--- src/fpr_tach.sv ---
// Purpose: Shared constants for the fan PWM ramp and tach monitor, and the tach channel.
// Assumes: One system clock; tick_90k is a one-cycle pulse at the 90 kHz measuring rate.
// Notes:   The tach channel implements the period counter, always-monitoring (mode 1) or PWM-gated (mode 2).
package fpr_pkg;
	localparam int unsigned CLK_HZ     = 25_000_000;
	localparam int unsigned TICK_HZ    = 90_000;
	localparam int unsigned TICK_DIV   = CLK_HZ / TICK_HZ;
	localparam int unsigned STEP_MS [8] = '{206, 104, 69, 41, 26, 18, 10, 5};
	localparam logic [4:0]  A_PWM_CTRL = 5'h00;
	localparam logic [4:0]  A_DUTY     = 5'h04;
	localparam logic [4:0]  A_PRESENT  = 5'h08;
	localparam logic [4:0]  A_OUT_DUTY = 5'h0C;
	localparam logic [4:0]  A_TACH_CFG = 5'h10;
	localparam logic [4:0]  A_TACH_RD  = 5'h14;
	localparam logic [4:0]  A_TACH_ST  = 5'h18;
	localparam logic [4:0]  A_TACH_LIM = 5'h1C;
	localparam int          PC_RAMP_EN = 0;
	localparam int          PC_STEP_TO_OFF_ENABLE    = 1;
	localparam int          PC_SEL_LO  = 2;
	localparam int          TC_MODE    = 0;
	localparam int          TC_SLOW    = 1;
	localparam int          TC_EDGE_LO = 2;
	localparam int          TC_IGN3    = 4;
	localparam int          TC_GUARD_LO = 5;
	localparam int          TC_UPD_LO  = 11;
	localparam logic [15:0] TACH_MAX   = 16'hFFFF;
	localparam logic [15:0] TACH_SLOW  = 16'hFFFE;
	localparam logic [15:0] LIM_RST    = 16'hFFFF;
	localparam logic        MODE_RST   = 1'b1;
	localparam logic        SLOW_RST   = 1'b0;
	localparam logic [1:0]  EDGE_RST   = 2'h2;
	localparam logic        IGN3_RST   = 1'b0;
	localparam logic [5:0]  GUARD_RST  = 6'h20;
	localparam logic [1:0]  UPD_RST    = 2'h2;
	localparam logic [7:0]  DUTY_OFF   = 8'h00;
	typedef enum logic {FPR_T_IDLE, FPR_T_COUNT} fpr_tstate_t;

	function automatic logic [3:0] fpr_edges_needed(input logic [1:0] sel);
		case (sel)
			2'h0:    fpr_edges_needed = 4'h2;
			2'h1:    fpr_edges_needed = 4'h3;
			2'h2:    fpr_edges_needed = 4'h5;
			default: fpr_edges_needed = 4'h9;
		endcase
	endfunction
endpackage

`timescale 1ns/1ps
module fpr_tach
	import fpr_pkg::*;
(
	input  wire logic        clk_sys,
	input  wire logic        sys_rst,
	input  wire logic        clk_en,
	input  wire logic        tick_90k,
	input  wire logic        tach_pin,
	input  wire logic        mode_sel,
	input  wire logic        slow_opt,
	input  wire logic [1:0]  edge_sel,
	input  wire logic        pwm_high,
	output logic      [15:0] reading,
	output logic             slow_evt,
	output logic             stall_evt
);
	import fpr_pkg::*;

	logic        sync1_r, sync2_r;
	logic [2:0]  samp_r, samp_nxt;
	logic        filt_r, filt_nxt;
	fpr_tstate_t st_r, st_nxt;
	logic [15:0] cnt_r, cnt_nxt, rd_r, rd_nxt;
	logic [3:0]  edges_r, edges_nxt;
	logic        slow_nxt, stall_nxt, slow_r, stall_r;
	logic        edge_seen, active;

	assign edge_seen = tick_90k && (filt_nxt != filt_r);
	// Mode 2 only looks at the tach while the fan is powered.
	assign active    = !mode_sel || pwm_high;
	assign reading   = rd_r;
	assign slow_evt  = slow_r;
	assign stall_evt = stall_r;

	always_comb begin
		samp_nxt = samp_r;
		filt_nxt = filt_r;
		if (tick_90k) begin
			samp_nxt = {samp_r[1:0], sync2_r};
			// A level is accepted only after three equal samples, so short spikes vanish.
			if (samp_nxt == 3'b111)
				filt_nxt = 1'b1;
			else if (samp_nxt == 3'b000)
				filt_nxt = 1'b0;
		end
	end

	always_comb begin
		st_nxt    = st_r;
		cnt_nxt   = cnt_r;
		edges_nxt = edges_r;
		rd_nxt    = rd_r;
		slow_nxt  = 1'b0;
		stall_nxt = 1'b0;
		if (!active) begin
			st_nxt = FPR_T_IDLE;
		end else case (st_r)
			FPR_T_IDLE: begin
				if (edge_seen) begin
					st_nxt    = FPR_T_COUNT;
					cnt_nxt   = 16'h0000;
					edges_nxt = 4'h1;
				end
			end
			FPR_T_COUNT: begin
				if (tick_90k) begin
					if (edge_seen && (edges_r + 4'h1 == fpr_edges_needed(edge_sel))) begin
						rd_nxt = cnt_r;
						st_nxt = FPR_T_IDLE;
					end else if (cnt_r == TACH_MAX) begin
						st_nxt = FPR_T_IDLE;
						if (edges_r == 4'h1 && !edge_seen) begin
							rd_nxt    = TACH_MAX;
							stall_nxt = 1'b1;
						end else begin
							rd_nxt   = slow_opt ? TACH_MAX : TACH_SLOW;
							slow_nxt = 1'b1;
						end
					end else begin
						cnt_nxt = cnt_r + 16'h0001;
						if (edge_seen)
							edges_nxt = edges_r + 4'h1;
					end
				end
			end
			default: st_nxt = FPR_T_IDLE;
		endcase
	end

	always_ff @(posedge clk_sys or posedge sys_rst) begin
		if (sys_rst) begin
			sync1_r <= 1'b0;
			sync2_r <= 1'b0;
			samp_r  <= 3'b000;
			filt_r  <= 1'b0;
			st_r    <= FPR_T_IDLE;
			cnt_r   <= 16'h0000;
			edges_r <= 4'h0;
			rd_r    <= TACH_MAX;
			slow_r  <= 1'b0;
			stall_r <= 1'b0;
		end else if (clk_en) begin
			sync1_r <= tach_pin;
			sync2_r <= sync1_r;
			samp_r  <= samp_nxt;
			filt_r  <= filt_nxt;
			st_r    <= st_nxt;
			cnt_r   <= cnt_nxt;
			edges_r <= edges_nxt;
			rd_r    <= rd_nxt;
			slow_r  <= slow_nxt;
			stall_r <= stall_nxt;
		end
	end
endmodule

--- src/fpr_top.sv ---
// Purpose: Fan PWM with ramp-rate control and one tach monitor behind an Avalon-MM slave.
// Assumes: clk_sys at 25 MHz; tach pin is asynchronous; one PWM and one tach channel.
// Notes:   Ramp, output duty and tach logic advance on an internal 90 kHz tick; the duty register follows bus writes.
// Behaviour
// - Duty leaving zero loads ramp duty directly and updates present duty.
// - Zero-to-nonzero only arises from a zero minimum, manual or automatic.
// - Step-to-off bit clear drops output at once; set ramps down.
// - Manual writes of zero from nonzero trigger the off transition.
// - Three-bit ramp select picks step time 206 down to 5 ms.
// - Output duty captures ramp duty at each PWM rising edge.
// - Calculated, ramp and output duties all run on the 90 kHz clock; here calculated duty is written on the bus cycle, off the tick.
// - Tach mode bit: 0 continuous mode 1, 1 (reset) PWM-gated mode 2.
// - Tach input is glitch filtered before edge detection.
// - Defaults: limit all ones, force slow code, guard 32 ticks.
// - Defaults: five edges, no ignore of first three, one-second update.
// - Mode 1 counts 90 kHz ticks between programmed edges, ungated.
// - Counter starts at first edge, runs to last edge or maximum.
// - All edges by maximum count loads reading with the count.
// - Maximum with no further edge gives stall, reading all ones.
// - Some edges but too few flags slow fan and forces code.
// - Edge count programmable; slow code forcing defaults on.
// - With ramping on, ramp duty steps one count toward calculated duty.
// - Slow option 0 forces slow code, 1 forces all ones.
//
// Our own choices: the register addresses and the Avalon-MM register port.
`timescale 1ns/1ps
module fpr_top
	import fpr_pkg::*;
#(
	parameter int unsigned STEP_TICKS [8] = '{
		STEP_MS[0] * TICK_HZ / 1000, STEP_MS[1] * TICK_HZ / 1000,
		STEP_MS[2] * TICK_HZ / 1000, STEP_MS[3] * TICK_HZ / 1000,
		STEP_MS[4] * TICK_HZ / 1000, STEP_MS[5] * TICK_HZ / 1000,
		STEP_MS[6] * TICK_HZ / 1000, STEP_MS[7] * TICK_HZ / 1000}
)
(
	input  wire logic        clk_sys,
	input  wire logic        sys_rst,
	input  wire logic        clk_en,
	input  wire logic [4:0]  avs_address,
	input  wire logic        avs_read,
	input  wire logic        avs_write,
	input  wire logic [31:0] avs_writedata,
	input  wire logic [3:0]  avs_byteenable,
	output logic      [31:0] avs_readdata,
	output logic             avs_waitrequest,
	input  wire logic        tach_pin,
	output logic             pwm_out
);
	import fpr_pkg::*;

	logic [8:0]  div_r, div_nxt;
	logic        tick;
	logic [7:0]  pctl_r, pctl_nxt;
	logic [7:0]  calc_r, calc_nxt, prev_calc_r, prev_calc_nxt;
	logic [7:0]  ramp_r, ramp_nxt, out_r, out_nxt, pcnt_r, pcnt_nxt;
	logic [14:0] step_r, step_nxt;
	logic        step_hit;
	logic [12:0] tcfg_r, tcfg_nxt;
	logic [15:0] lim_r, lim_nxt;
	logic [1:0]  tst_r, tst_nxt;
	logic        ack_r, ack_nxt, wr_go;
	logic [31:0] rdata_r, rdata_nxt;
	logic [15:0] tach_rd;
	logic        slow_evt, stall_evt;
	logic        ramp_en, step_to_off_enable;
	logic [2:0]  ramp_sel;

	assign ramp_en  = pctl_r[PC_RAMP_EN];
	assign step_to_off_enable     = pctl_r[PC_STEP_TO_OFF_ENABLE];
	assign ramp_sel = pctl_r[PC_SEL_LO +: 3];
	assign tick     = (div_r == 9'(TICK_DIV - 1));

	function automatic logic [31:0] merge(input logic [31:0] old, input logic [31:0] wd,
		input logic [3:0] be);
		logic [31:0] m;
		m = old;
		for (int i = 0; i < 4; i++)
			if (be[i])
				m[8*i +: 8] = wd[8*i +: 8];
		return m;
	endfunction

	// Bus: every request is held off one cycle, then answered; writes land on that edge.
	assign avs_waitrequest = (avs_read || avs_write) && !ack_r;
	assign wr_go           = avs_write && ack_r;
	assign avs_readdata    = rdata_r;

	always_comb begin
		logic [31:0] m;
		m         = 32'h0000_0000;
		ack_nxt   = (avs_read || avs_write) && !ack_r;
		rdata_nxt = rdata_r;
		pctl_nxt  = pctl_r;
		calc_nxt  = calc_r;
		tcfg_nxt  = tcfg_r;
		lim_nxt   = lim_r;
		// Hardware-set status bits win over a same-cycle write-one-to-clear.
		tst_nxt   = tst_r | {stall_evt, slow_evt};
		if (avs_read && !ack_r) begin
			case (avs_address)
				A_PWM_CTRL: rdata_nxt = {24'h000000, pctl_r};
				A_DUTY:     rdata_nxt = {24'h000000, calc_r};
				A_PRESENT:  rdata_nxt = {24'h000000, ramp_r};
				A_OUT_DUTY: rdata_nxt = {24'h000000, out_r};
				A_TACH_CFG: rdata_nxt = {19'h00000, tcfg_r};
				A_TACH_RD:  rdata_nxt = {16'h0000, tach_rd};
				A_TACH_ST:  rdata_nxt = {30'h00000000, tst_r};
				A_TACH_LIM: rdata_nxt = {16'h0000, lim_r};
				default:    rdata_nxt = 32'h0000_0000;
			endcase
		end
		if (wr_go) begin
			case (avs_address)
				A_PWM_CTRL: begin
					m        = merge({24'h000000, pctl_r}, avs_writedata, avs_byteenable);
					pctl_nxt = {3'b000, m[4:0]};
				end
				A_DUTY: begin
					m        = merge({24'h000000, calc_r}, avs_writedata, avs_byteenable);
					calc_nxt = m[7:0];
				end
				A_TACH_CFG: begin
					m        = merge({19'h00000, tcfg_r}, avs_writedata, avs_byteenable);
					tcfg_nxt = m[12:0];
				end
				A_TACH_LIM: begin
					m       = merge({16'h0000, lim_r}, avs_writedata, avs_byteenable);
					lim_nxt = m[15:0];
				end
				A_TACH_ST: begin
					if (avs_byteenable[0])
						tst_nxt = (tst_r & ~avs_writedata[1:0]) | {stall_evt, slow_evt};
				end
				default: ;
			endcase
		end
	end

	// Ramp engine, all on the 90 kHz tick.
	assign step_hit = (step_r >= 15'(STEP_TICKS[ramp_sel] - 1));

	always_comb begin
		div_nxt       = tick ? 9'h000 : div_r + 9'h001;
		step_nxt      = step_r;
		prev_calc_nxt = prev_calc_r;
		ramp_nxt      = ramp_r;
		out_nxt       = out_r;
		pcnt_nxt      = pcnt_r;
		if (tick) begin
			step_nxt      = step_hit ? 15'h0000 : step_r + 15'h0001;
			prev_calc_nxt = calc_r;
			pcnt_nxt      = pcnt_r + 8'h01;
			if (prev_calc_r == DUTY_OFF && calc_r != DUTY_OFF)
				ramp_nxt = calc_r;
			else if (!ramp_en)
				ramp_nxt = calc_r;
			else if (prev_calc_r != DUTY_OFF && calc_r == DUTY_OFF && !step_to_off_enable)
				ramp_nxt = DUTY_OFF;
			else if (step_hit && ramp_r < calc_r)
				ramp_nxt = ramp_r + 8'h01;
			else if (step_hit && ramp_r > calc_r)
				ramp_nxt = ramp_r - 8'h01;
			// The period restarts here, which is where the pin rises.
			if (pcnt_r == 8'hFF)
				out_nxt = ramp_nxt;
		end
	end

	assign pwm_out = (pcnt_r < out_r);

	always_ff @(posedge clk_sys or posedge sys_rst) begin
		if (sys_rst) begin
			div_r       <= 9'h000;
			step_r      <= 15'h0000;
			prev_calc_r <= DUTY_OFF;
			ramp_r      <= DUTY_OFF;
			out_r       <= DUTY_OFF;
			pcnt_r      <= 8'h00;
			pctl_r      <= 8'h00;
			calc_r      <= DUTY_OFF;
			tcfg_r      <= {UPD_RST, GUARD_RST, IGN3_RST, EDGE_RST, SLOW_RST, MODE_RST};
			lim_r       <= LIM_RST;
			tst_r       <= 2'b00;
			ack_r       <= 1'b0;
			rdata_r     <= 32'h0000_0000;
		end else if (clk_en) begin
			div_r       <= div_nxt;
			step_r      <= step_nxt;
			prev_calc_r <= prev_calc_nxt;
			ramp_r      <= ramp_nxt;
			out_r       <= out_nxt;
			pcnt_r      <= pcnt_nxt;
			pctl_r      <= pctl_nxt;
			calc_r      <= calc_nxt;
			tcfg_r      <= tcfg_nxt;
			lim_r       <= lim_nxt;
			tst_r       <= tst_nxt;
			ack_r       <= ack_nxt;
			rdata_r     <= rdata_nxt;
		end
	end

	fpr_tach u_tach (
		.clk_sys   (clk_sys),
		.sys_rst   (sys_rst),
		.clk_en    (clk_en),
		.tick_90k  (tick),
		.tach_pin  (tach_pin),
		.mode_sel  (tcfg_r[TC_MODE]),
		.slow_opt  (tcfg_r[TC_SLOW]),
		.edge_sel  (tcfg_r[TC_EDGE_LO +: 2]),
		.pwm_high  (pwm_out),
		.reading   (tach_rd),
		.slow_evt  (slow_evt),
		.stall_evt (stall_evt)
	);
endmodule

--- config.mk ---
export PLATFORM = sky130hd
export DESIGN_NAME = fpr_top
export DESIGN_NICKNAME = d
export VERILOG_FILES = /design/src/fpr_tach.sv /design/src/fpr_top.sv
export SDC_FILE = /design/constraint.sdc
export NUM_CORES = 1
export LEC_CHECK = 0
export ABC_AREA = 1
export BUFFER_PORTS_ARGS = -buffer_cell sky130_fd_sc_hd__buf_2
export CORE_UTILIZATION = 61
export CTS_CLUSTER_SIZE = 20
export DETAILED_ROUTE_END_ITERATION = 16
export PLACE_DENSITY_LB_ADDON = 0.08
export REMOVE_ABC_BUFFERS = 1
export SETUP_SLACK_MARGIN = 0.1
export SKIP_LAST_GASP = 1
export SLEW_MARGIN = 20
export SYNTH_ARGS = -nofsm -noshare
export SYNTH_HDL_FRONTEND = slang
export SYNTH_HIERARCHICAL = 1
export SYNTH_SLANG_ARGS = --single-unit
--- constraint.sdc ---
create_clock -name clk_sys -period 4.3 [get_ports clk_sys]
set_input_delay 0.43 -clock clk_sys [delete_from_list [all_inputs] [get_ports clk_sys]]
set_output_delay 0.43 -clock clk_sys [all_outputs]
set_load 0.02 [all_outputs]
Word-level counts from Yosys, hierarchy flattened
Memories as Yosys holds them, arrays and structs flattened.
Index checks and enable logic that the tools add are counted.
{"block": "totals", "out_inout_bits": 34, "memories": 1, "mem_bits_ro": 256, "reg_bits": 177}
{"block": "op_classes", "n_mux": 53, "n_lt_le_gt_ge": 5, "reduce_logical": 37, "n_eq_ne": 21, "bitwise": 6, "add_sub_neg": 8}
{"name": "(name not given)", "depth": 8, "word_bits": 32, "rd": 1, "rd_ports_with_merged_regs": 0, "write_ports": 0, "line": "fpr_top.sv:141", "source": "assign step_hit = (step_r >= 15'(STEP_TICKS[ramp_sel] - 1));"}
{"cell": "$pmux 16 s8", "n": 1}
{"cell": "$mux 16", "n": 7}
{"cell": "$mux 15", "n": 3}
{"cell": "$mux 8", "n": 5}
{"cell": "$mux 4", "n": 8}
{"cell": "$pmux 16 s2", "n": 1}
{"cell": "$reduce_and 4->1", "n": 6}
{"cell": "$mux 1", "n": 21}
{"cell": "$eq 5x5->1 const B", "n": 4}
{"cell": "$add 16x1->16 const B", "n": 1}
{"cell": "$add 8x1->8 const B", "n": 2}
{"cell": "$eq 16x16->1 const B", "n": 1}
{"cell": "$logic_not 8->1", "n": 2}
{"cell": "$lt 8x8->1", "n": 2}
{"cell": "$reduce_bool 8->1", "n": 2}
{"cell": "$add 15x1->15 const B", "n": 1}
{"cell": "$ge 15x15->1", "n": 1}
{"cell": "$sub 15x1->15 const B", "n": 1}
{"cell": "$pmux 4 s3", "n": 1}
{"cell": "$logic_and 1x1->1", "n": 11}
{"cell": "$eq 5x4->1 const B", "n": 2}
{"cell": "$add 9x1->9 const B", "n": 1}
{"cell": "$eq 9x9->1 const B", "n": 1}
{"cell": "$mux 9", "n": 1}
{"cell": "33 further kinds", "n": 44}

Depth between registers and ports, before layout
{"block": "logic_depth", "ltp_word": 14, "depth_mapped": 24, "mapped_depth_nobuf": 24}

Hierarchy
Netlist, hierarchy kept.
{"module": "fpr_top", "seq_area_each_um2": 2952.8, "area_per_inst_um2": 7179.4, "cells_each": 958, "n_inst": 1}
{"module": "fpr_tach", "seq_area_each_um2": 1121.1, "area_per_inst_um2": 2686.3, "cells_each": 386, "n_inst": 1}

Worst setup path before layout
No wires, ideal clock.
{"block": "synth_timing", "path_type": "reg2reg", "from": "register pctl_r[2]", "to": "register ramp_r[4]", "t_arrival_ns": 3.031, "required_time_ns": 4.184, "path_buffers": 1, "path_stages_with_launch": 24, "setup_time_ns": 0.116, "path_slack_ns": 1.153, "cell_sequence": "dfrtp_1 inv_1 ha_1 nor2_1 inv_1 nand2_1 nor2_1 nand3_1 nor3_1 nand4_1 xor2_1 ha_1 nand2_1 inv_1 nand3_1 nor3_1 nand2_1 nand2_1 buf_2 nand4_1 nand3_1 nand2_1 nand2_1 nand2_1"}
{"block": "synth_between", "elab_chain_cells": 12}
{"item": "start, declared", "line": "fpr_top.sv:54", "source": "logic [7:0] pctl_r, pctl_nxt;"}
{"item": "start signal, assigned", "line": "fpr_top.sv:194", "source": "pctl_r <= pctl_nxt;"}
{"item": "$not 3->4 (implied by the code) *", "line": "fpr_top.sv:141"}
{"item": "$mem_v2 8x32 *"}
{"item": "$mux 15 (implied by the code) * (2 in a row)", "line": "fpr_top.sv:141"}
{"item": "$sub 15x1->15 *", "line": "fpr_top.sv:141"}
{"item": "$ge 15x15->1 *", "line": "fpr_top.sv:141"}
{"item": "$logic_and 1x1->1", "line": "fpr_top.sv:162", "source": "else if (step_hit && ramp_r > calc_r)"}
{"item": "$mux 8", "line": "fpr_top.sv:162"}
{"item": "$mux 8 *", "line": "fpr_top.sv:160", "source": "else if (step_hit && ramp_r < calc_r)"}
{"item": "$mux 8 *", "line": "fpr_top.sv:158", "source": "else if (prev_calc_r != DUTY_OFF && calc_r == DUTY_OFF && !step_to_off_enable)"}
{"item": "$mux 8 *", "line": "fpr_top.sv:156", "source": "else if (!ramp_en)"}
{"item": "$mux 8 *", "line": "fpr_top.sv:154", "source": "if (prev_calc_r == DUTY_OFF && calc_r != DUTY_OFF)"}
{"item": "end signal, assigned", "line": "fpr_top.sv:191", "source": "ramp_r <= ramp_nxt;"}
{"item": "end, declared", "line": "fpr_top.sv:56", "source": "logic [7:0] ramp_r, ramp_nxt, out_r, out_nxt, pcnt_r, pcnt_nxt;"}
Every way passes the cells marked *; elsewhere a longest branch is shown, timed or not. The select of a mux whose other input is x is not followed.
A chain may end at the register's enable or synchronous reset.

Final worst setup path
{"block": "layout_timing", "from": "register pctl_r[2]", "to": "register out_r[5]"}
{"block": "layout_between", "elab_chain_cells": 12}
{"item": "$not 3->4 (implied by the code) *", "line": "fpr_top.sv:141"}
{"item": "$mem_v2 8x32 *"}
{"item": "$mux 15 (implied by the code) * (2 in a row)", "line": "fpr_top.sv:141"}
{"item": "$sub 15x1->15 *", "line": "fpr_top.sv:141"}
{"item": "$ge 15x15->1 *", "line": "fpr_top.sv:141"}
{"item": "$logic_and 1x1->1", "line": "fpr_top.sv:162"}
{"item": "$mux 8", "line": "fpr_top.sv:162"}
{"item": "$mux 8 *", "line": "fpr_top.sv:160"}
{"item": "$mux 8 *", "line": "fpr_top.sv:158"}
{"item": "$mux 8 *", "line": "fpr_top.sv:156"}
{"item": "$mux 8 *", "line": "fpr_top.sv:154"}
{"item": "end signal, assigned", "line": "fpr_top.sv:192", "source": "out_r <= out_nxt;"}
{"item": "end, declared", "line": "fpr_top.sv:56"}
Marks and branches as above.

==> metrics.cfg <==
[detailed_routing]
first_iter_violations=654
vias_per_cell=5.37
wl_um=23400
drc=0
routedWlPerCell_um=14.5
vias=8665
drtAntennaViolNets=0
firstDrtPassIters=6

[yosys]
syn_area_mm2=0.00987
yosys.cell_count.top_type=nand2_1
ys_types=50
ys_seq_area_share_pct=41.3
syn_area_per_cell_um2=7.34
ys.flop_type=dfrtp_1
ys_seq_elements=161
ys_warn_count=6
yosys.area.top_type=dfrtp_1
synthTopCellsByArea=dfrtp_1 (32%), nand2_1 (17%), dfstp_2 (9.6%), inv_1 (7.3%), ha_1 (5.8%)
synth_top_cell_area_share_pct=31.7
netlist_instances=1344
synthTopCellsByCount=nand2_1 (447), inv_1 (192), dfrtp_1 (125), nor2_1 (83), o21ai_0 (83)
async_reset_ff_share_pct=100
synth_edf_count=0

[global_routing]
gr-usage-all-layers_pct=29.4
overflow=0
grt_max_degree=57
grt_pass1_vias=7838
grt_pass1_wl_um=38100
antenna_found_initial=0

[cts]
cts-root-buf=clkbuf_16
clk_pin_slew_ps=70
cts_num_sinks=161
postCtsHoldBufs=0
cts_tree=built
post_cts_buffers=0
htreeDepth=4
clk_latency_ps=420
clockBufferDepth=2
numCtsBuffers=17
cts_resized=0

[timing]
slew_headroom_pct=51.3
fin_crit_sh_pct=88.6
finalSetupViolCount=0
setup_tns_ps=0
finalHoldViolCount=0
rsz0062_at_grt=false
skew_ps=7.52
drv_slew=0
tightest_slew_ps=731
max_freq_mhz=262
post-route-min-period_ps=3810

[power_and_ir_drop]
p_per_area_mw_per_mm2=449
max-vdd-ir-drop_v=0.000284
leakage_nw=5.64

[floorplanning]
row_count=46
die_area_mm2=0.0167
die_w_um=129
start_util_pct=62.3
core-area_mm2=0.0158
die_h_um=129
num_io_pins=81

[run]
maxCapViolations=0

[place]
gp_congestion=0.904
hpwl_um=16900
port_buffers=46

[critical_path]
ff2ff_path_depth=25
end_kind=register
cpMostUsedCell=nand2_1
arrival_ps=4120
cp.required_ps=4610
critPathLaunch=pctl_r[2]
cp_max_fo=12
critPathLaunchType=register
slowest_stage=dfrtp_1
r2r_start=pctl_r[2]
criticalPathCategory=register to register
worst_path_largest_cell_delay_ps=430

[final_layout]
drive_above_1_share_pct=11.2
post-route-util_pct=68.3
nFillCells=1392
nets=1479
syn_to_final_growth_pct=9.63
antenna_cells=0

[outcome]
outcome=completed

[worst_hold_path]
hp-class=input port to asynchronous set/reset pin

==> power by group <==
| part | total [mW] | switching (mW) | internal, mW |
|---|---|---|---|
| Sequential | 1.94 | 0.222 | 1.72 |
| Clock | 1.53 | 0.659 | 0.874 |
| Combinational | 1.39 | 0.922 | 0.464 |
==> cell type report <==
class,count,area [um2],share of cell area [%]
clock inverters,11,116,1.08
flip-flops and latches,161,4070,37.7
inverters,197,742,6.86
well taps,216,270,2.50
multi-input cells,956,4850,44.8
clock buffers,21,480,4.44
repair buffers,53,283,2.61
==> metrics by stage <==
step	instance area, um2	power (mW)	hold WS [ps]	worst slack, ps	cells
2_1_floorplan	9660	2.96	442	802	1314
3_3_place_gp	10200	3.28	455	611	1583
3_5_place_dp	10200	3.33	460	530	1583
4_1_cts	10800	4.87	153	508	1615
5_1_grt	10800	5.17	186	109	1615
6_report	10800	4.86	135	489	1615
==> path summary, 6_finish.rpt <==
check,to,slack (ps)
min in group clk_sys,u_tach/sync1_r,210
worst max-delay path,out_r[5],490
max in group asynchronous,out_r[2],3240
worst max register to register,out_r[5],490
worst min-delay path,div_r[1],140
worst min register to register,u_tach/cnt_r[15],480
==> placed cells by master, fill, tap and decap left out, types with 3 or more instances in the layout <==
cell | Yosys | routed
nand2_1 | 447 | 447
inv_1 | 192 | 190
dfrtp_1 | 125 | 125
nor2_1 | 83 | 83
o21ai_0 | 83 | 83
nand3_1 | 71 | 71
ha_1 | 46 | 46
buf_2 | 9 | 46
nand4_1 | 41 | 41
dfstp_2 | 36 | 36
a21oi_1 | 34 | 34
nor3_1 | 32 | 32
xor2_1 | 27 | 27
clkbuf_16 | 0 | 17
conb_1 | 1 | 16
nand2_2 | 8 | 8
nor4_1 | 7 | 7
buf_4 | 19 | 7
o22ai_1 | 6 | 6
xnor2_1 | 6 | 6
inv_6 | 0 | 5
inv_2 | 4 | 4
o21ai_1 | 4 | 4
a22o_1 | 4 | 4
clkbuf_8 | 0 | 4
nand3_2 | 3 | 3
nand4_2 | 3 | 3
nor2_4 | 3 | 3
nor2_2 | 3 | 3
o211ai_1 | 3 | 3
clkinvlp_4 | 0 | 3
==> registers in the layout, indices dropped and copies added (netlist names), 2 cells and up <==
| signal | cells |
|---|---|
| pctl_r | 5 |
| u_tach/samp_r | 2 |
| tst_r | 2 |
| avs_readdata | 16 |
| pcnt_r | 8 |
| u_tach/cnt_r | 16 |
| ramp_r | 8 |
| div_r | 9 |
| lim_r | 16 |
| u_tach/edges_r | 4 |
| u_tach/reading | 16 |
| step_r | 15 |
| prev_calc_r | 8 |
| tcfg_r | 13 |
| calc_r | 8 |
| out_r | 8 |
==> cells by family (layout without fill, tap and decap cells) <==
logic type / count (synthesis) / count (layout) / synth area share, %
compound gates: 147 / 147 / 8.27
xor+xnor: 33 / 33 / 2.93
fa+ha+maj: 46 / 46 / 5.83
buf+inv: 242 / 282 / 10.1
flops: 161 / 161 / 41.3
mux: 1 / 1 / 0.114
other cells: 1 / 16 / 0.0380
simple gates: 713 / 713 / 31.4
==> layer usage <==
metal  vias to the layer above  GRT usage (%)  wire, um
met3                        42           5.04      1140
met4                         0           11.9       622
met5                         -              0         0
met1                      4052           38.3     10300
li1                       4335              -         -
met2                       236           49.0     11200
==> worst max-delay path, delay by kind of cell (launching register included) <==
family,cells,cell delay [ps]
AND/OR/NAND/NOR,18,1890
adder cells (fa/ha/maj),2,630
buffers and inverters,4,580
flip-flops,1,430
XOR/XNOR,1,170
(Power assumes the default switching activity.)
